$ cat src/logic/ovf_pkg.sv
// Package with the constants and types of the over-voltage fault response block.
package ovf_pkg;

	localparam logic [7:0] ADDR_ACTION_CFG = 8'h41;
	localparam logic [7:0] ACTION_CFG_RST  = 8'h80;

	localparam int RESP_MSB  = 7;
	localparam int RESP_LSB  = 6;
	localparam int RETRY_MSB = 5;
	localparam int RETRY_LSB = 3;
	localparam int DELAY_MSB = 2;
	localparam int DELAY_LSB = 0;

	localparam logic [1:0] RESP_IGNORE  = 2'h0;
	localparam logic [1:0] RESP_DELAYED = 2'h1;
	localparam logic [1:0] RESP_RETRY   = 2'h2;
	localparam logic [1:0] RESP_HOLD    = 2'h3;

	localparam logic [2:0] RETRY_NONE    = 3'h0;
	localparam logic [2:0] RETRY_ENDLESS = 3'h7;

	typedef struct packed {
		logic [1:0] resp;
		logic [2:0] retries;
		logic [2:0] delay;
	} ovf_cfg_t;

	typedef enum logic [2:0] {
		ST_RUN     = 3'h0,
		ST_DELAY   = 3'h1,
		ST_OFFWAIT = 3'h3,
		ST_TRY     = 3'h2,
		ST_LATCHED = 3'h6,
		ST_HOLD    = 3'h7
	} ovf_state_t;

	// Each step of the delay code doubles the number of time units.
	function automatic logic [7:0] delay_units(input logic [2:0] code);
		delay_units = 8'h01 << code;
	endfunction

endpackage

$ cat src/logic/ovf_delay_timer.sv
// Counts delay time units for the fault delay and the retry spacing.
`timescale 1ns/1ps
module ovf_delay_timer (
	// Clock and reset
	input  wire logic       i_clk,
	input  wire logic       i_rstn,
	// Control
	input  wire logic       i_start,
	input  wire logic [2:0] i_code,
	input  wire logic       i_tick,
	// Result
	output logic            o_done
);
	logic [7:0] cnt_ff;
	logic [7:0] nxt_cnt;
	logic       done_ff;
	logic       nxt_done;

	always_comb begin
		nxt_cnt  = cnt_ff;
		nxt_done = 1'b0;
		if (i_start) begin
			nxt_cnt = ovf_pkg::delay_units(i_code);
		end else if (i_tick && cnt_ff != 8'h00) begin
			nxt_cnt = cnt_ff - 8'h01;
			nxt_done = (cnt_ff == 8'h01);
		end
	end

	always_ff @(posedge i_clk or negedge i_rstn) begin
		if (!i_rstn) begin
			cnt_ff  <= 8'h00;
			done_ff <= 1'b0;
		end else begin
			cnt_ff  <= nxt_cnt;
			done_ff <= nxt_done;
		end
	end

	assign o_done = done_ff;
endmodule

$ cat src/logic/ovf_fault_ctrl.sv
// Over-voltage fault response controller with its configuration register.
`timescale 1ns/1ps
module ovf_fault_ctrl (
	// Clock and reset
	input  wire logic        i_clk,
	input  wire logic        i_rstn,
	// Register access
	input  wire logic        i_reg_wr,
	input  wire logic [7:0]  i_reg_addr,
	input  wire logic [7:0]  i_reg_wdata,
	output logic      [7:0]  o_reg_rdata,
	// Fault clearing
	input  wire logic        i_clear_faults,
	input  wire logic        i_status_clr,
	// Operation control
	input  wire logic        i_ctrl_on,
	input  wire logic        i_ext_shutdown,
	// Measurement
	input  wire logic [15:0] i_vout,
	input  wire logic [15:0] i_ov_fault_threshold,
	input  wire logic        i_unit_tick,
	// Outputs
	output logic             o_out_en,
	output logic             o_ov_fault,
	output logic [2:0]       o_state
);
	ovf_pkg::ovf_cfg_t   cfg_ff;
	ovf_pkg::ovf_cfg_t   nxt_cfg;
	ovf_pkg::ovf_state_t st_ff;
	ovf_pkg::ovf_state_t nxt_st;
	logic [7:0] rdata_ff;
	logic [7:0] nxt_rdata;
	logic       on_meta_ff;
	logic       on_ff;
	logic       flag_ff;
	logic       nxt_flag;
	logic       en_ff;
	logic       nxt_en;
	logic [2:0] left_ff;
	logic [2:0] nxt_left;
	logic       tmr_start;
	logic       tmr_done;
	logic       ov_now;
	logic       clr_any;
	logic       endless;

	assign ov_now  = i_vout > i_ov_fault_threshold;
	assign clr_any = i_clear_faults | i_status_clr;
	assign endless = cfg_ff.retries == ovf_pkg::RETRY_ENDLESS;

	// The control pin comes from outside; only the second stage is read.
	always_ff @(posedge i_clk or negedge i_rstn) begin
		if (!i_rstn) begin
			on_meta_ff <= 1'b0;
			on_ff      <= 1'b0;
		end else begin
			on_meta_ff <= i_ctrl_on;
			on_ff      <= on_meta_ff;
		end
	end

	always_comb begin
		nxt_cfg   = cfg_ff;
		nxt_rdata = 8'h00;
		if (i_reg_wr && i_reg_addr == ovf_pkg::ADDR_ACTION_CFG) begin
			nxt_cfg = ovf_pkg::ovf_cfg_t'(i_reg_wdata);
		end
		if (i_reg_addr == ovf_pkg::ADDR_ACTION_CFG) begin
			nxt_rdata = cfg_ff;
		end
	end

	always_ff @(posedge i_clk or negedge i_rstn) begin
		if (!i_rstn) begin
			cfg_ff   <= ovf_pkg::ovf_cfg_t'(ovf_pkg::ACTION_CFG_RST);
			rdata_ff <= 8'h00;
		end else begin
			cfg_ff   <= nxt_cfg;
			rdata_ff <= nxt_rdata;
		end
	end

	// A new over-voltage event wins over a clear in the same cycle.
	always_comb begin
		nxt_flag = flag_ff;
		if (clr_any || !on_ff) begin
			nxt_flag = 1'b0;
		end
		if (ov_now) begin
			nxt_flag = 1'b1;
		end
	end

	// Response sequencer. Commanding the output off ends any sequence, so an
	// off-then-on cycle always restarts from a clean state.
	always_comb begin
		nxt_st    = st_ff;
		nxt_left  = left_ff;
		tmr_start = 1'b0;
		if (!on_ff) begin
			nxt_st = ovf_pkg::ST_RUN;
		end else if (i_ext_shutdown) begin
			nxt_st = ovf_pkg::ST_LATCHED;
		end else begin
			case (st_ff)
				ovf_pkg::ST_RUN: begin
					if (ov_now) begin
						case (cfg_ff.resp)
							ovf_pkg::RESP_IGNORE: nxt_st = ovf_pkg::ST_RUN;
							ovf_pkg::RESP_DELAYED: begin
								nxt_st    = ovf_pkg::ST_DELAY;
								tmr_start = 1'b1;
							end
							ovf_pkg::RESP_RETRY: begin
								tmr_start = 1'b1;
								nxt_left  = cfg_ff.retries;
								nxt_st    = (cfg_ff.retries == ovf_pkg::RETRY_NONE) ?
									ovf_pkg::ST_LATCHED : ovf_pkg::ST_OFFWAIT;
							end
							default: nxt_st = ovf_pkg::ST_HOLD;
						endcase
					end
				end
				ovf_pkg::ST_DELAY: begin
					if (tmr_done) begin
						if (ov_now) begin
							tmr_start = 1'b1;
							nxt_left  = cfg_ff.retries;
							nxt_st    = (cfg_ff.retries == ovf_pkg::RETRY_NONE) ?
								ovf_pkg::ST_LATCHED : ovf_pkg::ST_OFFWAIT;
						end else begin
							nxt_st = ovf_pkg::ST_RUN;
						end
					end
				end
				ovf_pkg::ST_OFFWAIT: begin
					if (tmr_done) begin
						tmr_start = 1'b1;
						nxt_st    = ovf_pkg::ST_TRY;
						if (!endless) begin
							nxt_left = left_ff - 3'h1;
						end
					end
				end
				ovf_pkg::ST_TRY: begin
					if (ov_now) begin
						if (left_ff == 3'h0 && !endless) begin
							nxt_st = ovf_pkg::ST_LATCHED;
						end else begin
							nxt_st = ovf_pkg::ST_OFFWAIT;
							// A spacing that ends in the very cycle of the failure would never
							// be seen in OFFWAIT, so a fresh one is started instead.
							tmr_start = tmr_done;
						end
					end else if (tmr_done) begin
						nxt_st = ovf_pkg::ST_RUN;
					end
				end
				ovf_pkg::ST_LATCHED: begin
					if (clr_any) begin
						nxt_st = ovf_pkg::ST_RUN;
					end
				end
				ovf_pkg::ST_HOLD: begin
					if (!ov_now) begin
						nxt_st = ovf_pkg::ST_RUN;
					end
				end
				default: nxt_st = ovf_pkg::ST_LATCHED;
			endcase
		end
		nxt_en = on_ff && (nxt_st == ovf_pkg::ST_RUN || nxt_st == ovf_pkg::ST_DELAY ||
			nxt_st == ovf_pkg::ST_TRY);
	end

	always_ff @(posedge i_clk or negedge i_rstn) begin
		if (!i_rstn) begin
			st_ff   <= ovf_pkg::ST_RUN;
			left_ff <= 3'h0;
			flag_ff <= 1'b0;
			en_ff   <= 1'b0;
		end else begin
			st_ff   <= nxt_st;
			left_ff <= nxt_left;
			flag_ff <= nxt_flag;
			en_ff   <= nxt_en;
		end
	end

	ovf_delay_timer u_timer (
		.i_clk   (i_clk),
		.i_rstn  (i_rstn),
		.i_start (tmr_start),
		.i_code  (cfg_ff.delay),
		.i_tick  (i_unit_tick),
		.o_done  (tmr_done)
	);

	assign o_reg_rdata = rdata_ff;
	assign o_out_en    = en_ff;
	assign o_ov_fault  = flag_ff;
	assign o_state     = st_ff;
endmodule

$ cat config.mk
export PLATFORM = sky130hd
export DESIGN_NAME = ovf_fault_ctrl
export DESIGN_NICKNAME = d
export VERILOG_FILES = /design/src/logic/ovf_pkg.sv /design/src/logic/ovf_delay_timer.sv /design/src/logic/ovf_fault_ctrl.sv
export SDC_FILE = /design/constraint.sdc
export NUM_CORES = 1
export LEC_CHECK = 0
export BUFFER_PORTS_ARGS = -buffer_cell sky130_fd_sc_hd__buf_4
export CAP_MARGIN = 10
export CORE_ASPECT_RATIO = 1.1
export CORE_MARGIN = 4
export CORE_UTILIZATION = 30
export CTS_BUF_LIST = sky130_fd_sc_hd__clkbuf_4
export DETAILED_ROUTE_END_ITERATION = 8
export SKIP_LAST_GASP = 1
export SLEW_MARGIN = 20
export SYNTH_ARGS = -nofsm -noshare
export SYNTH_HDL_FRONTEND = slang
export SYNTH_SLANG_ARGS = --single-unit
$ cat constraint.sdc
create_clock -name i_clk -period 2.9 [get_ports i_clk]
set_clock_uncertainty 0.15 [all_clocks]
set_input_delay 0.87 -clock i_clk [delete_from_list [all_inputs] [get_ports i_clk]]
set_output_delay 0.87 -clock i_clk [all_outputs]
set_load 0.02 [all_outputs]
* After elaboration in Yosys (flattened, before gate mapping)
Index checks and enable logic that the tools add are counted.
Cells by class: add/subtract/negate cells 2, $lt $le $gt $ge 1, eq/ne operators 18, shift-type cells 1, multiplexer cells 38, bitwise operators 2, reductions and logical operators 20
Operator list (number):
- $mux 3 | 18
- $mux 8 | 3
- $pmux 3 s3 | 2
- $pmux 3 s6 | 1
- $gt 16x16->1 | 1
- $mux 1 | 13
- $logic_not 3->1 | 4
- $eq 3x2->1 const B | 3
- $eq 3x3->1 const B | 3
- $reduce_and 9->1 | 1
- $eq 8x1->1 const B | 1
- $eq 8x7->1 const B | 1
- $reduce_bool 8->1 | 1
- $shl 1x3->8 const A | 1
- $sub 8x1->8 const B | 1
- $eq 3x1->1 const B | 2
- $ne 2x1->1 const B | 3
- $ne 2x2->1 const B | 3
- $logic_and 1x1->1 | 4
- $pmux 1 s4 | 1
- $reduce_bool 2->1 | 2
- $logic_or 1x1->1 | 3
- $reduce_bool 3->1 | 1
- $sub 3x1->3 const B | 1
- 7 further kinds | 8
Storage, ports and cells: register bits after elaboration 35, bits of input ports 56, output and inout bits 13, word-level logic and storage cells 94

* Longest topological paths before layout
Gate-level depths: netlist (run 1).
word-level depth 12, mapped depth 9, depth with buffers taken out 9

* Hierarchy
From an unflattened synthesis (run 1), not the netlist that was laid out.
Second synthesis, totals: cell total of the unflattened synthesis 251, area, all modules 2407.3 µm²
Modules (own cells, without submodules):
- ovf_fault_ctrl | times used 1, cells an instance 193, area an instance 1814.2 µm², seq. area each 651.9 µm²
- ovf_delay_timer | times used 1, cells an instance 58, area an instance 593.1 µm², seq. area each 225.2 µm²

* Worst setup path before layout (run 1)
Ideal clock, no wire load.
path kind input-to-reg, from input i_ov_fault_threshold[15], to register u_timer.cnt_ff[0], setup time 125 ps, data arrival time 2523 ps, required time 2625 ps, setup slack 102 ps, stages on the path 8, path buffers 0, path through inv_1 ha_1 nand4_2 a211oi_1 nor4_4 o32ai_4 nand2_4 mux2_4
On the way: word-level cells in the longest chain between the ends 7, elaborated cells between the ends (all ways) 10, those cells by class order compare (1); mux (8); reduce/logical (1)
Ends and longest elaborated chain:
- start: declaration | line ovf_fault_ctrl.sv:20 | input wire logic [15:0] i_ov_fault_threshold,
- $gt 16x16->1 * | line ovf_fault_ctrl.sv:47 | assign ov_now = i_vout > i_ov_fault_threshold;
- $mux 1 | line ovf_fault_ctrl.sv:126 | if (ov_now) begin
- $mux 1 | line ovf_fault_ctrl.sv:125 | if (tmr_done) begin
- $pmux 1 s4 * | line ovf_fault_ctrl.sv:105 | case (st_ff)
- $mux 1 * | line ovf_fault_ctrl.sv:102 | end else if (i_ext_shutdown) begin
- $mux 1 * | line ovf_fault_ctrl.sv:100 | if (!on_ff) begin
- $mux 8 / $reduce_bool 2->1 (equally long branches)
- end signal: assignment | line ovf_delay_timer.sv:35 | cnt_ff <= nxt_cnt;
- end: declaration | line ovf_delay_timer.sv:14 | logic [7:0] cnt_ff;
Mark *: on every way between the ends. The rest lies on a longest branch, timed or not. A chain may end at the register's enable or synchronous reset.

* Worst setup path in the final report (run 1)
from input i_vout[13], to register en_ff, in the netlist o_out_en
On the way: word-level cells in the longest chain between the ends 10, elaborated cells between the ends (all ways) 15, those cells by class order compare (1); eq/ne (2); mux (8); reduce/logical (4)
Ends and longest elaborated chain:
- start: declaration | line ovf_fault_ctrl.sv:19 | input wire logic [15:0] i_vout,
- $gt 16x16->1 * | line ovf_fault_ctrl.sv:47
- $mux 3 | line ovf_fault_ctrl.sv:126
- $mux 3 | line ovf_fault_ctrl.sv:125
- $pmux 3 s6 * | line ovf_fault_ctrl.sv:105
- $mux 3 * | line ovf_fault_ctrl.sv:102
- $mux 3 * | line ovf_fault_ctrl.sv:100
- $eq 3x1->1 / $logic_not 3->1 (equally long branches) | line ovf_fault_ctrl.sv:172 | nxt_en = on_ff && (nxt_st == ovf_pkg::ST_RUN || nxt_st == ovf_pkg::ST_DELAY ||
- $logic_or 1x1->1 | line ovf_fault_ctrl.sv:172
- $logic_or 1x1->1 * | line ovf_fault_ctrl.sv:172
- $logic_and 1x1->1 * | line ovf_fault_ctrl.sv:172
- via nxt_en | line ovf_fault_ctrl.sv:38 | logic nxt_en;
- end signal: assignment | line ovf_fault_ctrl.sv:186 | en_ff <= nxt_en;
- end: declaration | line ovf_fault_ctrl.sv:37 | logic en_ff;
Mark *: on every way through the listed nets, which the timed path passes. The rest lies on a longest branch.

==> summary.md, run 1 <==
| Metric | Value |
|---|---|
| IO Pins | `69` |
| Worst r2r dst | `o_out_en$_DFF_PN0_` |
| Syn Inst Count | `241` |
| Net Count, Synth | `320` |
| Fmax | `379.3 MHz` |
| Post-DP Area | `2963 um^2` |
| CTS tree | `yes` |
| Root buffer cell | `clkbuf_4` |
| Die ar. | `9168 um^2` |
| Die Wd | `91.66 um` |
| Most common cell after layout, fill and taps aside | `buf_4` |
| Final setup vio count | `0` |
| Fin crit share | `90.92%` |
| WL per Instance | `12.35 um` |
| GRT Overall Usage | `11.80%` |
| Vias | `1,925` |
| Worst-path cell chain | `buf_4 -> ha_1 -> a21o_1 -> a21oi_1 -> o22ai_1 -> nor4_4 -> or2_2 -> o211ai_1 -> a211oi_1` |
| Final net count | `393` |
| PD cells | `455.3 nW/um^2` |
| DR DRC count | `0` |
| CP max stage cell | `nor4_4` |
| Worst skew pair latency | `340 ps` |
| Core area | `7473 um^2` |
| Finished Layout Cells | `420` |
| Core Rows | `33` |
| Layout cell share with drive strength beyond 1 | `31.75%` |
| Crit. End Element | `register` |
| Total gr overflow | `0` |
| Largest net degree at the start of global routing | `36` |
| Hold Fails Final Rpt | `0` |
| Synth Flop Type | `dfrtp_1` |
| Mapped cell area | `2310 um^2` |
| Warnings, synthesis | `0` |
| Clock transition at the registers of the reported paths | `100 ps` |
| Die Ht | `100.0 um` |
| Setup bufs post-CTS | `0` |
| IO buf count | `68` |
| Post-CTS sizing | `0` |
| H-tree Lvls | `2` |
| Reg-to-reg startpoint | `cfg_ff[3]$_DFFE_PN0P_` |
| Dpl hpwl | `4163 um` |
| Initial DRC Count | `79` |
| CP required | `2980 ps` |
| Via/cell ratio | `4.583` |
| Fillers | `765` |
| Multi-input gate area | `1305 um^2` |
| Unrepaired setup endpoints after global routing | `false` |
| Layout area overhead | `31.58%` |
| Placed cells | `412` |
| Vias in the first global route | `1,928` |
| Worst hold path type | `register to register` |
| Reg area | `877.1 um^2` |
| Fin crit period | `2637 ps` |
| Post-Layout Inst Area | `3039 um^2` |
| Most frequent cells in the layout | `buf_4 (73), dfrtp_1 (34), inv_1 (27)` |
| Fin Setup TNS | `0 ps` |
| Worst setup SP type | `input port` |
| CP max stage delay | `380 ps` |
| CTS sink count | `35` |
| Yosys reg bits | `35` |
| Detail Route Antenna Nets | `0` |
| Initial Utilization | `30.91%` |
| End of the critical path | `o_out_en$_DFF_PN0_` |
| Critical path startpoint | `i_vout[13]` |
| CP Data Arrival Time | `2720 ps` |
| Crit Path Category | `input port to register` |
| Synth cell types | `48` |
| Avg Cell Area, Syn | `9.584 um^2` |
| Cts bufs inserted | `5` |
| Worst Path Max Fanout | `4` |
| Gpl congestion | `0.7671` |
| Max Cap Viol | `0` |
| Flop-to-flop setup slack | `680 ps` |
| EDFF count, synth | `0` |
| R2r worst-path depth | `7` |
| Slew HR | `68.67%` |
| Util after Layout | `40.67%` |
| Drt first pass iters | `4` |
| Max Slew Vio Count | `0` |
| Synth async-reset ratio | `100.0%` |
| Initial antenna violation count | `0` |
| First-pass GRT wire length | `8790 um` |
| Post-Route WL | `5189 um` |
| Deepest clock path buffer count | `2` |
| # hold bufs at CTS | `0` |
| Register area share after synthesis | `37.97%` |
| Outcome | `complete, no violations` |
| Antenna diodes | `0` |
| VDD IR max | `0.2856 mV` |
| Leakage | `1.537 nW` |
| Worst-Margin Slew | `466.8 ps` |
==> cells in the mapped netlist (2+ instances only) <==
| cell type | number | area [um^2] |
|---|---|---|
| a211oi_1 | 2 | 15.01 |
| o211ai_1 | 4 | 30.03 |
| and2_1 | 11 | 68.82 |
| mux2_2 | 10 | 112.6 |
| xor2_1 | 3 | 26.28 |
| and4_1 | 2 | 17.52 |
| a21oi_1 | 12 | 60.06 |
| mux2i_1 | 7 | 70.07 |
| nand2_1 | 16 | 60.06 |
| o21a_1 | 2 | 15.01 |
| nor4_1 | 3 | 18.77 |
| nand4_1 | 3 | 18.77 |
| nand2b_1 | 3 | 18.77 |
| a31oi_1 | 2 | 12.51 |
| nand3_1 | 6 | 30.03 |
| a21o_1 | 3 | 22.52 |
| o21ai_1 | 2 | 10.01 |
| inv_1 | 27 | 101.4 |
| nor2_1 | 16 | 60.06 |
| nor3_1 | 6 | 30.03 |
| ha_1 | 23 | 287.8 |
| nand3b_1 | 3 | 22.52 |
| dfrtp_1 | 34 | 850.8 |
| o31ai_1 | 2 | 15.01 |
| xnor2_1 | 4 | 35.03 |
| clkbuf_1 | 7 | 26.28 |
| o21ai_0 | 6 | 30.03 |
| nor2b_1 | 2 | 12.51 |
==> cells by family (layout without fill, tap and decap cells) <==
kind of cell | count (synthesis) | after routing | synth area share (%)
AOI/OAI and AO/OA | 42 | 42 | 12.57
xor gates and xnor gates | 7 | 7 | 2.654
adders and majority gates | 23 | 23 | 12.46
buffers and inverters | 34 | 108 | 5.526
DFF | 35 | 35 | 37.97
muxes | 18 | 18 | 8.559
and+or+nand+nor | 82 | 82 | 20.26
==> worst min-delay path by stage <==
stage,startpoint,cells past startpoint,slack (ps),to
final,on_meta_ff$_DFF_PN0_,0,210,on_ff$_DFF_PN0_
after global routing,on_meta_ff$_DFF_PN0_,0,230,on_ff$_DFF_PN0_
after CTS,on_meta_ff$_DFF_PN0_,0,220,on_ff$_DFF_PN0_
after detailed placement,on_meta_ff$_DFF_PN0_,0,190,on_ff$_DFF_PN0_
after global placement,on_meta_ff$_DFF_PN0_,0,180,on_ff$_DFF_PN0_
after floorplan,on_meta_ff$_DFF_PN0_,0,180,on_ff$_DFF_PN0_
==> where the power goes <==
part | leakage [nW] | switching, mW | internal [mW]
Sequential | 0.454 | 0.0775 | 0.560
Combinational | 1.04 | 0.189 | 0.214
Clock | 0.0426 | 0.166 | 0.177
==> layer usage <==
metal	global-route usage, %	share of wire [%]
met5	0	0
met1	14.43	44
met3	4.423	8.5
met2	19.39	46
met4	3.480	1.1
==> metrics by stage <==
step | hold WS [ps] | setup WS (ps) | power, mW
2_1_floorplan | 181.2 | 102.2 | 0.9108
3_3_place_gp | 182.8 | -45.38 | 1.047
3_5_place_dp | 191.6 | -77.15 | 1.056
4_1_cts | 216.6 | 287.1 | 1.408
5_1_grt | 229.1 | 159.0 | 1.494
6_report | 209.9 | 263.2 | 1.384
==> registers in the layout, summed over array words and instances, names as in the netlist <==
signal          cells
u_timer.o_done      1
o_out_en            1
on_meta_ff          1
o_state             3
on_ff               1
u_timer.cnt_ff      8
cfg_ff              8
o_reg_rdata         8
o_ov_fault          1
left_ff             3
==> layout make-up <==
type	count	area share, %
Tap cell	105	4.323
Inverter	27	3.335
Clock buffer	5	1.235
Multi-Input combinational cell	172	42.94
Sequential cell	35	28.86
Clock inverter	3	1.276
Timing Repair Buffer	73	18.03
==> worst max-delay path, delay by kind of cell <==
kind / cells / cell delay, ps
AO/OA/AOI/OAI: 5 / 840
adder cells (fa/ha/maj): 1 / 310
buffers and inverters: 1 / 110
AND/OR/NAND/NOR: 2 / 590
No activity file was read; power rests on OpenSTA's default activity.
==> inputs of run 2 (changes only) <==
--- a/config.mk
+++ b/config.mk
@@ -7,11 +7,12 @@
 export LEC_CHECK = 0
 export BUFFER_PORTS_ARGS = -buffer_cell sky130_fd_sc_hd__buf_4
 export CAP_MARGIN = 10
-export CORE_ASPECT_RATIO = 1.1
+export CORE_ASPECT_RATIO = 0.5
 export CORE_MARGIN = 4
 export CORE_UTILIZATION = 30
 export CTS_BUF_LIST = sky130_fd_sc_hd__clkbuf_4
 export DETAILED_ROUTE_END_ITERATION = 8
+export RECOVER_POWER = 25
 export SKIP_LAST_GASP = 1
 export SLEW_MARGIN = 20
 export SYNTH_ARGS = -nofsm -noshare
==> run 2 against run 1 <==
Against the previous run: the flow now finishes with violations (capacitance limit, slew limit); final cell count is 2.4% lower; combinational power up 1%; wire length shrank 0.87%; clock power down 23%; global-route usage fell by 0.079 points; critical endpoint is now u_timer.cnt_ff[0]$_DFFE_PN0P_.
==> summary.md, run 2 (same netlist as run 1, synthesis figures left out) <==
| Metric | Value |
|---|---|
| Outcome | `finished with violations` |
| Violated checks | `capacitance limit, slew limit` |
| Cts bufs inserted | `5 (unchanged)` |
| Worst-path cell chain | `buf_4 -> ha_1 -> a21o_1 -> nand3_1 -> a211oi_1 -> nor4_4 -> o32ai_4 -> nand2_4 -> mux2_4` |
| Layout cell share with drive strength beyond 1 | `31.53% (-0.22 points)` |
| Internal power | `889.0 uW (-6.5%)` |
| Post-CTS sizing | `0 (unchanged)` |
| CTS sink count | `35 (unchanged)` |
| Total gr overflow | `0 (unchanged)` |
| Drt first pass iters | `4 (unchanged)` |
| Fin crit period | `2619 ps (-17.37 ps)` |
| Setup bufs post-CTS | `0 (unchanged)` |
| Most frequent cells in the layout | `buf_4 (70), dfrtp_1 (34), inv_1 (27)` |
| CP required | `2970 ps (about the same)` |
| Initial Utilization | `31.19% (+0.29 points)` |
| Die Wd | `132.1 um (+44%)` |
| Final setup vio count | `0 (unchanged)` |
| Pwr Total | `1.313 mW (-5.1%)` |
| Unrepaired setup endpoints after global routing | `false` |
| Reg-to-reg startpoint | `left_ff[0]$_DFFE_PN0P_` |
| Worst setup SP type | `input port` |
| Vias | `1,932 (+0.36%)` |
| Net Sw Power | `424.4 uW (-1.9%)` |
| Worst skew pair latency | `320 ps (-20 ps)` |
| Initial DRC Count | `45 (-43%)` |
| Final net count | `392 (-0.25%)` |
| Die ar. | `9252 um^2 (+0.92%)` |
| Combinational group share of total power | `31.0% (+1.9 points)` |
| Post-Layout Inst Area | `2998 um^2 (-1.4%)` |
| Dpl hpwl | `4149 um (-0.33%)` |
| Core area | `7405 um^2 (-0.92%)` |
| Fin crit share | `90.32% (-0.60 points)` |
| Critical path startpoint | `i_vout[5]` |
| Die Ht | `70.05 um (-30%)` |
| Post-DP Area | `2944 um^2 (-0.63%)` |
| IO Pins | `69 (unchanged)` |
| DR DRC count | `0 (unchanged)` |
| Critical path depth in cells | `9 (unchanged)` |
| VDD IR max | `0.1356 mV (-53%)` |
| PD cells | `438.1 nW/um^2 (-3.8%)` |
| Crit Path Category | `input port to register` |
| Post-Route WL | `5144 um (-0.87%)` |
| Gpl congestion | `0.8630 (+13%)` |
| R2r worst-path depth | `9 (+2)` |
| Max Slew Vio Count | `36 (+36)` |
| Leakage | `1.521 nW (-1.1%)` |
| Flop-to-flop setup slack | `750 ps (+70 ps)` |
| Deepest clock path buffer count | `2 (unchanged)` |
| Max Cap Viol | `1 (+1)` |
| IO buf count | `68 (unchanged)` |
| CP max stage cell | `a211oi_1` |
| First-pass GRT wire length | `9183 um (+4.5%)` |
| Hold path startpoint | `on_meta_ff$_DFF_PN0_` |
| GRT Overall Usage | `11.72% (-0.079 points)` |
| Antenna diodes | `0 (unchanged)` |
| CTS tree | `yes` |
| Clock share of power | `20.2% (-4.6 points)` |
| WL per Instance | `12.55 um (+1.6%)` |
| Largest net degree at the start of global routing | `36 (unchanged)` |
| H-tree Lvls | `2 (unchanged)` |
| Hold slack final | `215.4 ps (+5.460 ps)` |
| Via/cell ratio | `4.712 (+2.8%)` |
| # hold bufs at CTS | `0 (unchanged)` |
| WP buf/inv | `1 (unchanged)` |
| Fin Setup TNS | `0 ps (unchanged)` |
| Initial antenna violation count | `0 (unchanged)` |
| Clock transition at the registers of the reported paths | `100 ps (about the same)` |
| Root buffer cell | `clkbuf_4` |
| Slew HR | `-22.60% (-91 points)` |
| Fmax | `381.8 MHz (+0.66%)` |
| Hold Fails Final Rpt | `0 (unchanged)` |
| Worst hold path type | `register to register` |
| Family with the most delay on the worst path | `compound AO/OA/AOI/OAI gates` |
| Flop pwr share | `48.8% (+2.7 points)` |
| Worst-Margin Slew | `1839 ps (+1372 ps)` |
| Layout area overhead | `29.79%` |
| Switching share of power | `32.31% (+1.1 points)` |
| Worst r2r dst | `u_timer.cnt_ff[0]$_DFFE_PN0P_` |
| End of the critical path | `u_timer.cnt_ff[0]$_DFFE_PN0P_` |
| Core Rows | `22 (-33%)` |
| CP Data Arrival Time | `2690 ps (-30 ps)` |
| Vias in the first global route | `2,003 (+3.9%)` |
| CP max stage delay | `380 ps (about the same)` |
| Util after Layout | `40.49% (-0.18 points)` |
| Detail Route Antenna Nets | `0 (unchanged)` |
| Crit. End Element | `register` |
| Most common cell after layout, fill and taps aside | `buf_4` |
| Worst Path Max Fanout | `4 (unchanged)` |
-- run 2: changes by cell type in the layout (fill, tap and decap cells not counted) --
cell / before / now
clkbuf_1: 0 / 1
clkinv_1: 1 / 0
buf_4: 73 / 70
clkbuf_4: 5 / 8
bufinv_16: 1 / 0
-- run 2: how the worst min path moves through the flow --
stage	end	slack (ps)	cells after the start
2_1_floorplan	on_ff$_DFF_PN0_	180	0
3_3_place_gp	on_ff$_DFF_PN0_	180	0
3_5_place_dp	on_ff$_DFF_PN0_	200	0
4_1_cts	on_ff$_DFF_PN0_	220	0
5_1_grt	on_ff$_DFF_PN0_	230	0
6_report	on_ff$_DFF_PN0_	220	0
-- run 2: layout make-up --
cell class,count,area [um^2]
clock inverters,1,5.005
fillers,721,4407
multi-input cells,172,1305
inverters,27,101.3
repair buffers,72,536.8
clock buffers,7,52.55
flip-flops and latches,35,877.1
well taps,96,120.1
-- run 2: worst register-to-register path, cell delays in order, from the launching register on --
cell	delay [ps]
dfrtp_1	380
inv_1	90
ha_1	210
nor2b_1	140
nand3_1	100
nand2_1	60
mux2_2	290
o32ai_4	240
nand2_4	90
mux2_4	300
-- run 2: per-stage QoR --
stage | instances | setup WS (ps)
3_5_place_dp | 402 | -72.96
4_1_cts | 410 | 272.2
6_report | 410 | 280.6
5_1_grt | 410 | 154.0
2_1_floorplan | 241 | 102.2
3_3_place_gp | 402 | -21.64
-- run 2: power groups by stage --
| stage | sequential, mW | clock [mW] | combinational [mW] |
|---|---|---|---|
| after floorplan | 0.630 | 0 | 0.281 |
| after global placement | 0.648 | 0 | 0.398 |
| after detailed placement | 0.650 | 0 | 0.411 |
| after CTS | 0.641 | 0.283 | 0.415 |
| after global routing | 0.655 | 0.306 | 0.466 |
| final | 0.641 | 0.265 | 0.407 |
-- run 2: layer usage --
| metal | wire length, um | vias up | global-route usage [%] |
|---|---|---|---|
| met4 | 68 | 0 | 3.609 |
| met1 | 2267 | 891 | 13.74 |
| met2 | 2523 | 48 | 21.06 |
| met5 | 0 | - | 0 |
| met3 | 284 | 7 | 3.094 |
| li1 | - | 986 | - |
==> inputs of run 3 (changes only) <==
--- a/config.mk
+++ b/config.mk
@@ -5,6 +5,7 @@
 export SDC_FILE = /design/constraint.sdc
 export NUM_CORES = 1
 export LEC_CHECK = 0
+export ABC_AREA = 1
 export BUFFER_PORTS_ARGS = -buffer_cell sky130_fd_sc_hd__buf_4
 export CAP_MARGIN = 10
 export CORE_ASPECT_RATIO = 0.5
==> run 3 against run 2 <==
Against the previous run: the flow still finishes with violations (capacitance limit, slew limit); power increased by 2.4%; synthesized cell count increased by 37%; combinational power grew 12%; non-clock buffer count fell by 3; final cell count rose by 26%; sequential power fell by 2%; count of clock-buffer cells in the layout is 1 lower; core utilization decreased by 1.1 points; die area up 6.6%; worst hold slack gained 2.6 ps; clock power is 2% lower; area after synthesis up 7.3%.
==> summary.md, run 3 <==
| Metric | Value |
|---|---|
| Outcome | `finished with violations` |
| Violated checks | `capacitance limit, slew limit` |
| CP required | `2990 ps (+20 ps)` |
| EDFF count, synth | `0 (unchanged)` |
| Max Slew Vio Count | `36 (unchanged)` |
| Max Cap Viol | `1 (unchanged)` |
| Post-CTS sizing | `0 (unchanged)` |
| Gpl congestion | `0.8814 (+2.1%)` |
| Root buffer cell | `clkbuf_4` |
| Most numerous cell in the Yosys netlist | `inv_1` |
| Die Ht | `72.26 um (+3.2%)` |
| Worst Path Max Fanout | `16 (+12)` |
| Pwr Total | `1.344 mW (+2.4%)` |
| Worst setup SP type | `input port` |
| Clock share of power | `19.3% (-0.9 points)` |
| Worst skew pair latency | `340 ps (+20 ps)` |
| CTS tree | `yes` |
| Avg Cell Area, Syn | `7.507 um^2 (-22%)` |
| Vias in the first global route | `2,174 (+8.5%)` |
| Clock transition at the registers of the reported paths | `110 ps (about the same)` |
| Crit. End Element | `register` |
| Cts bufs inserted | `5 (unchanged)` |
| Internal power | `869.4 uW (-2.2%)` |
| Synth async-reset ratio | `100.0% (unchanged)` |
| Switching share of power | `35.33% (+3.0 points)` |
| Placed cells | `508 (+26%)` |
| Fin Setup TNS | `0 ps (unchanged)` |
| Layout area overhead | `27.73%` |
| Largest net degree at the start of global routing | `36 (unchanged)` |
| Most common cell after layout, fill and taps aside | `buf_4` |
| Antenna diodes | `0 (unchanged)` |
| Syn Inst Count | `330 (+37%)` |
| Initial Utilization | `30.86% (-0.34 points)` |
| Die Wd | `136.5 um (+3.3%)` |
| VDD IR max | `0.1490 mV (+9.9%)` |
| Finished Layout Cells | `516 (+26%)` |
| PD cells | `424.9 nW/um^2 (-3.0%)` |
| Util after Layout | `39.41% (-1.1 points)` |
| CP max stage delay | `300 ps (-80 ps)` |
| IO buf count | `68 (unchanged)` |
| DR DRC count | `0 (unchanged)` |
| Fin crit period | `2515 ps (-104.6 ps)` |
| Family with the most delay on the worst path | `simple AND/OR/NAND/NOR gates` |
| Final setup vio count | `0 (unchanged)` |
| Worst hold path type | `register to register` |
| Initial DRC Count | `112 (+150%)` |
| Slew HR | `-24.15% (-1.6 points)` |
| Net Sw Power | `474.9 uW (+12%)` |
| Fillers | `819 (+14%)` |
| Net Count, Synth | `409 (+28%)` |
| Multi-input gate area | `1335 um^2 (+2.3%)` |
| GRT Overall Usage | `11.39% (-0.32 points)` |
| Layout cell share with drive strength beyond 1 | `24.26% (-7.3 points)` |
| CP max stage cell | `ha_1` |
| Total gr overflow | `0 (unchanged)` |
| Fmax | `397.6 MHz (+4.2%)` |
| Post-synth top cells | `inv_1 (62), nand2_1 (61), nor2_1 (44)` |
| Post-synth top area cell | `dfrtp_1` |
| Via/cell ratio | `4.322 (-8.3%)` |
| CTS sink count | `35 (unchanged)` |
| Fin crit share | `86.72% (-3.6 points)` |
| Mapped cell area | `2477 um^2 (+7.3%)` |
| Warnings, synthesis | `0 (unchanged)` |
| Yosys reg bits | `35 (unchanged)` |
| Flop pwr share | `46.8% (-2.0 points)` |
| Die ar. | `9864 um^2 (+6.6%)` |
| Final net count | `482 (+23%)` |
| Setup bufs post-CTS | `0 (unchanged)` |
| Hold Fails Final Rpt | `0 (unchanged)` |
| H-tree Lvls | `2 (unchanged)` |
| Vias | `2,230 (+15%)` |
| First-pass GRT wire length | `9177 um (about the same)` |
| Synth cell types | `32 (-33%)` |
| Drt first pass iters | `4 (unchanged)` |
| Reg area | `877.1 um^2 (unchanged)` |
| Post-Route WL | `5399 um (+5.0%)` |
| Initial antenna violation count | `0 (unchanged)` |
| Most frequent cells in the layout | `buf_4 (67), inv_1 (62), nand2_1 (61)` |
| WP buf/inv | `3 (+2)` |
| Worst-Margin Slew | `1862 ps (+23.31 ps)` |
| Core area | `8029 um^2 (+8.4%)` |
| Detail Route Antenna Nets | `0 (unchanged)` |
| CP Data Arrival Time | `2610 ps (-80 ps)` |
| Dpl hpwl | `4342 um (+4.6%)` |
| Synth top area share | `34.34% (-2.5 points)` |
| Core Rows | `23 (+4.5%)` |
| Unrepaired setup endpoints after global routing | `false` |
| Main area contributors after synthesis | `dfrtp_1 (34%), ha_1 (12%), inv_1 (9.4%)` |
| Register area share after synthesis | `35.40% (-2.6 points)` |
| WL per Instance | `10.46 um (-17%)` |
| IO Pins | `69 (unchanged)` |
| Synth Flop Type | `dfrtp_1` |
| # hold bufs at CTS | `0 (unchanged)` |
| Combinational group share of total power | `33.9% (+2.9 points)` |
| Worst-path cell chain | `buf_4 -> ha_1 -> nand2_1 -> o21ai_0 -> a21oi_1 -> nand2_4 -> nand3_2 -> nand2_2 -> inv_2 -> nand3_4 -> nand2_4 -> o21ai_0 -> o21ai_2 -> inv_1` |
| Leakage | `1.776 nW (+17%)` |
| Crit Path Category | `input port to register` |
| Deepest clock path buffer count | `2 (unchanged)` |
==> run 3: cell count changes after synthesis, sizes merged, moves of 11 or more <==
cell	previous run	this run
nand2	17	64
inv	27	65
nor2	16	51
nand3	6	23
o21ai	8	21
and2	11	0
mux2	11	0
==> run 3: cell families after synthesis <==
| group | after synthesis | share of synthesized area, % |
|---|---|---|
| AOI/OAI and AO/OA | 37 | 8.030 |
| and+or+nand+nor | 160 | 31.77 |
| adders and majority gates | 23 | 11.62 |
| buffers and inverters | 68 | 10.71 |
| DFF | 35 | 35.40 |
| xor gates and xnor gates | 7 | 2.475 |
==> run 3: cell type report <==
type / instances / share of cell area [%]
Inverter: 65 / 7.711
Tap cell: 112 / 4.429
Multi-Input combinational cell: 227 / 42.19
Clock buffer: 6 / 1.423
Sequential cell: 35 / 27.72
Clock inverter: 2 / 0.2768
Timing Repair Buffer: 69 / 16.25
==> run 3: through the flow <==
stage               worst slack [ps]  instance area, um^2  hold WS (ps)
floorplan                      304.5                 2477         181.2
global placement               67.17                 3114         189.3
detailed placement             9.844                 3114         197.6
CTS                            378.4                 3168         222.7
global route                   172.4                 3164         236.4
finish                         385.2                 3164         218.0
==> run 3: power by group through the flow <==
stage          combinational (mW)  clock [mW]  sequential [mW]
3_5_place_dp                0.461           0            0.639
4_1_cts                     0.462       0.273            0.630
6_report                    0.456       0.259            0.630
3_3_place_gp                0.457           0            0.639
2_1_floorplan               0.319           0            0.633
5_1_grt                     0.542       0.288            0.642
==> run 3: path summary, 6_finish.rpt <==
| path | from | endpoint | slack [ps] | depth (start not counted) |
|---|---|---|---|---|
| max | i_vout[15] | u_timer.cnt_ff[0]$_DFFE_PN0P_ | 390 | 14 |
| min | on_meta_ff$_DFF_PN0_ | on_ff$_DFF_PN0_ | 220 | 0 |
| max reg2reg | u_timer.cnt_ff[0]$_DFFE_PN0P_ | u_timer.cnt_ff[7]$_DFFE_PN0P_ | 910 | 9 |
| min reg2reg | on_meta_ff$_DFF_PN0_ | on_ff$_DFF_PN0_ | 220 | 0 |
| max in group asynchronous | i_rstn | left_ff[0]$_DFFE_PN0P_ | 650 | 1 |
| min in group asynchronous | i_rstn | u_timer.cnt_ff[6]$_DFFE_PN0P_ | 880 | 1 |
==> run 3: metal layers <==
layer,share of wire [%],GRT usage [%],wire length (um),vias to the layer above
met3,6.1,2.147,328,7
met1,46,14.49,2494,978
met5,0,0,0,-
met4,1.5,4.246,81,0
li1,-,-,-,1191
met2,46,19.47,2495,54
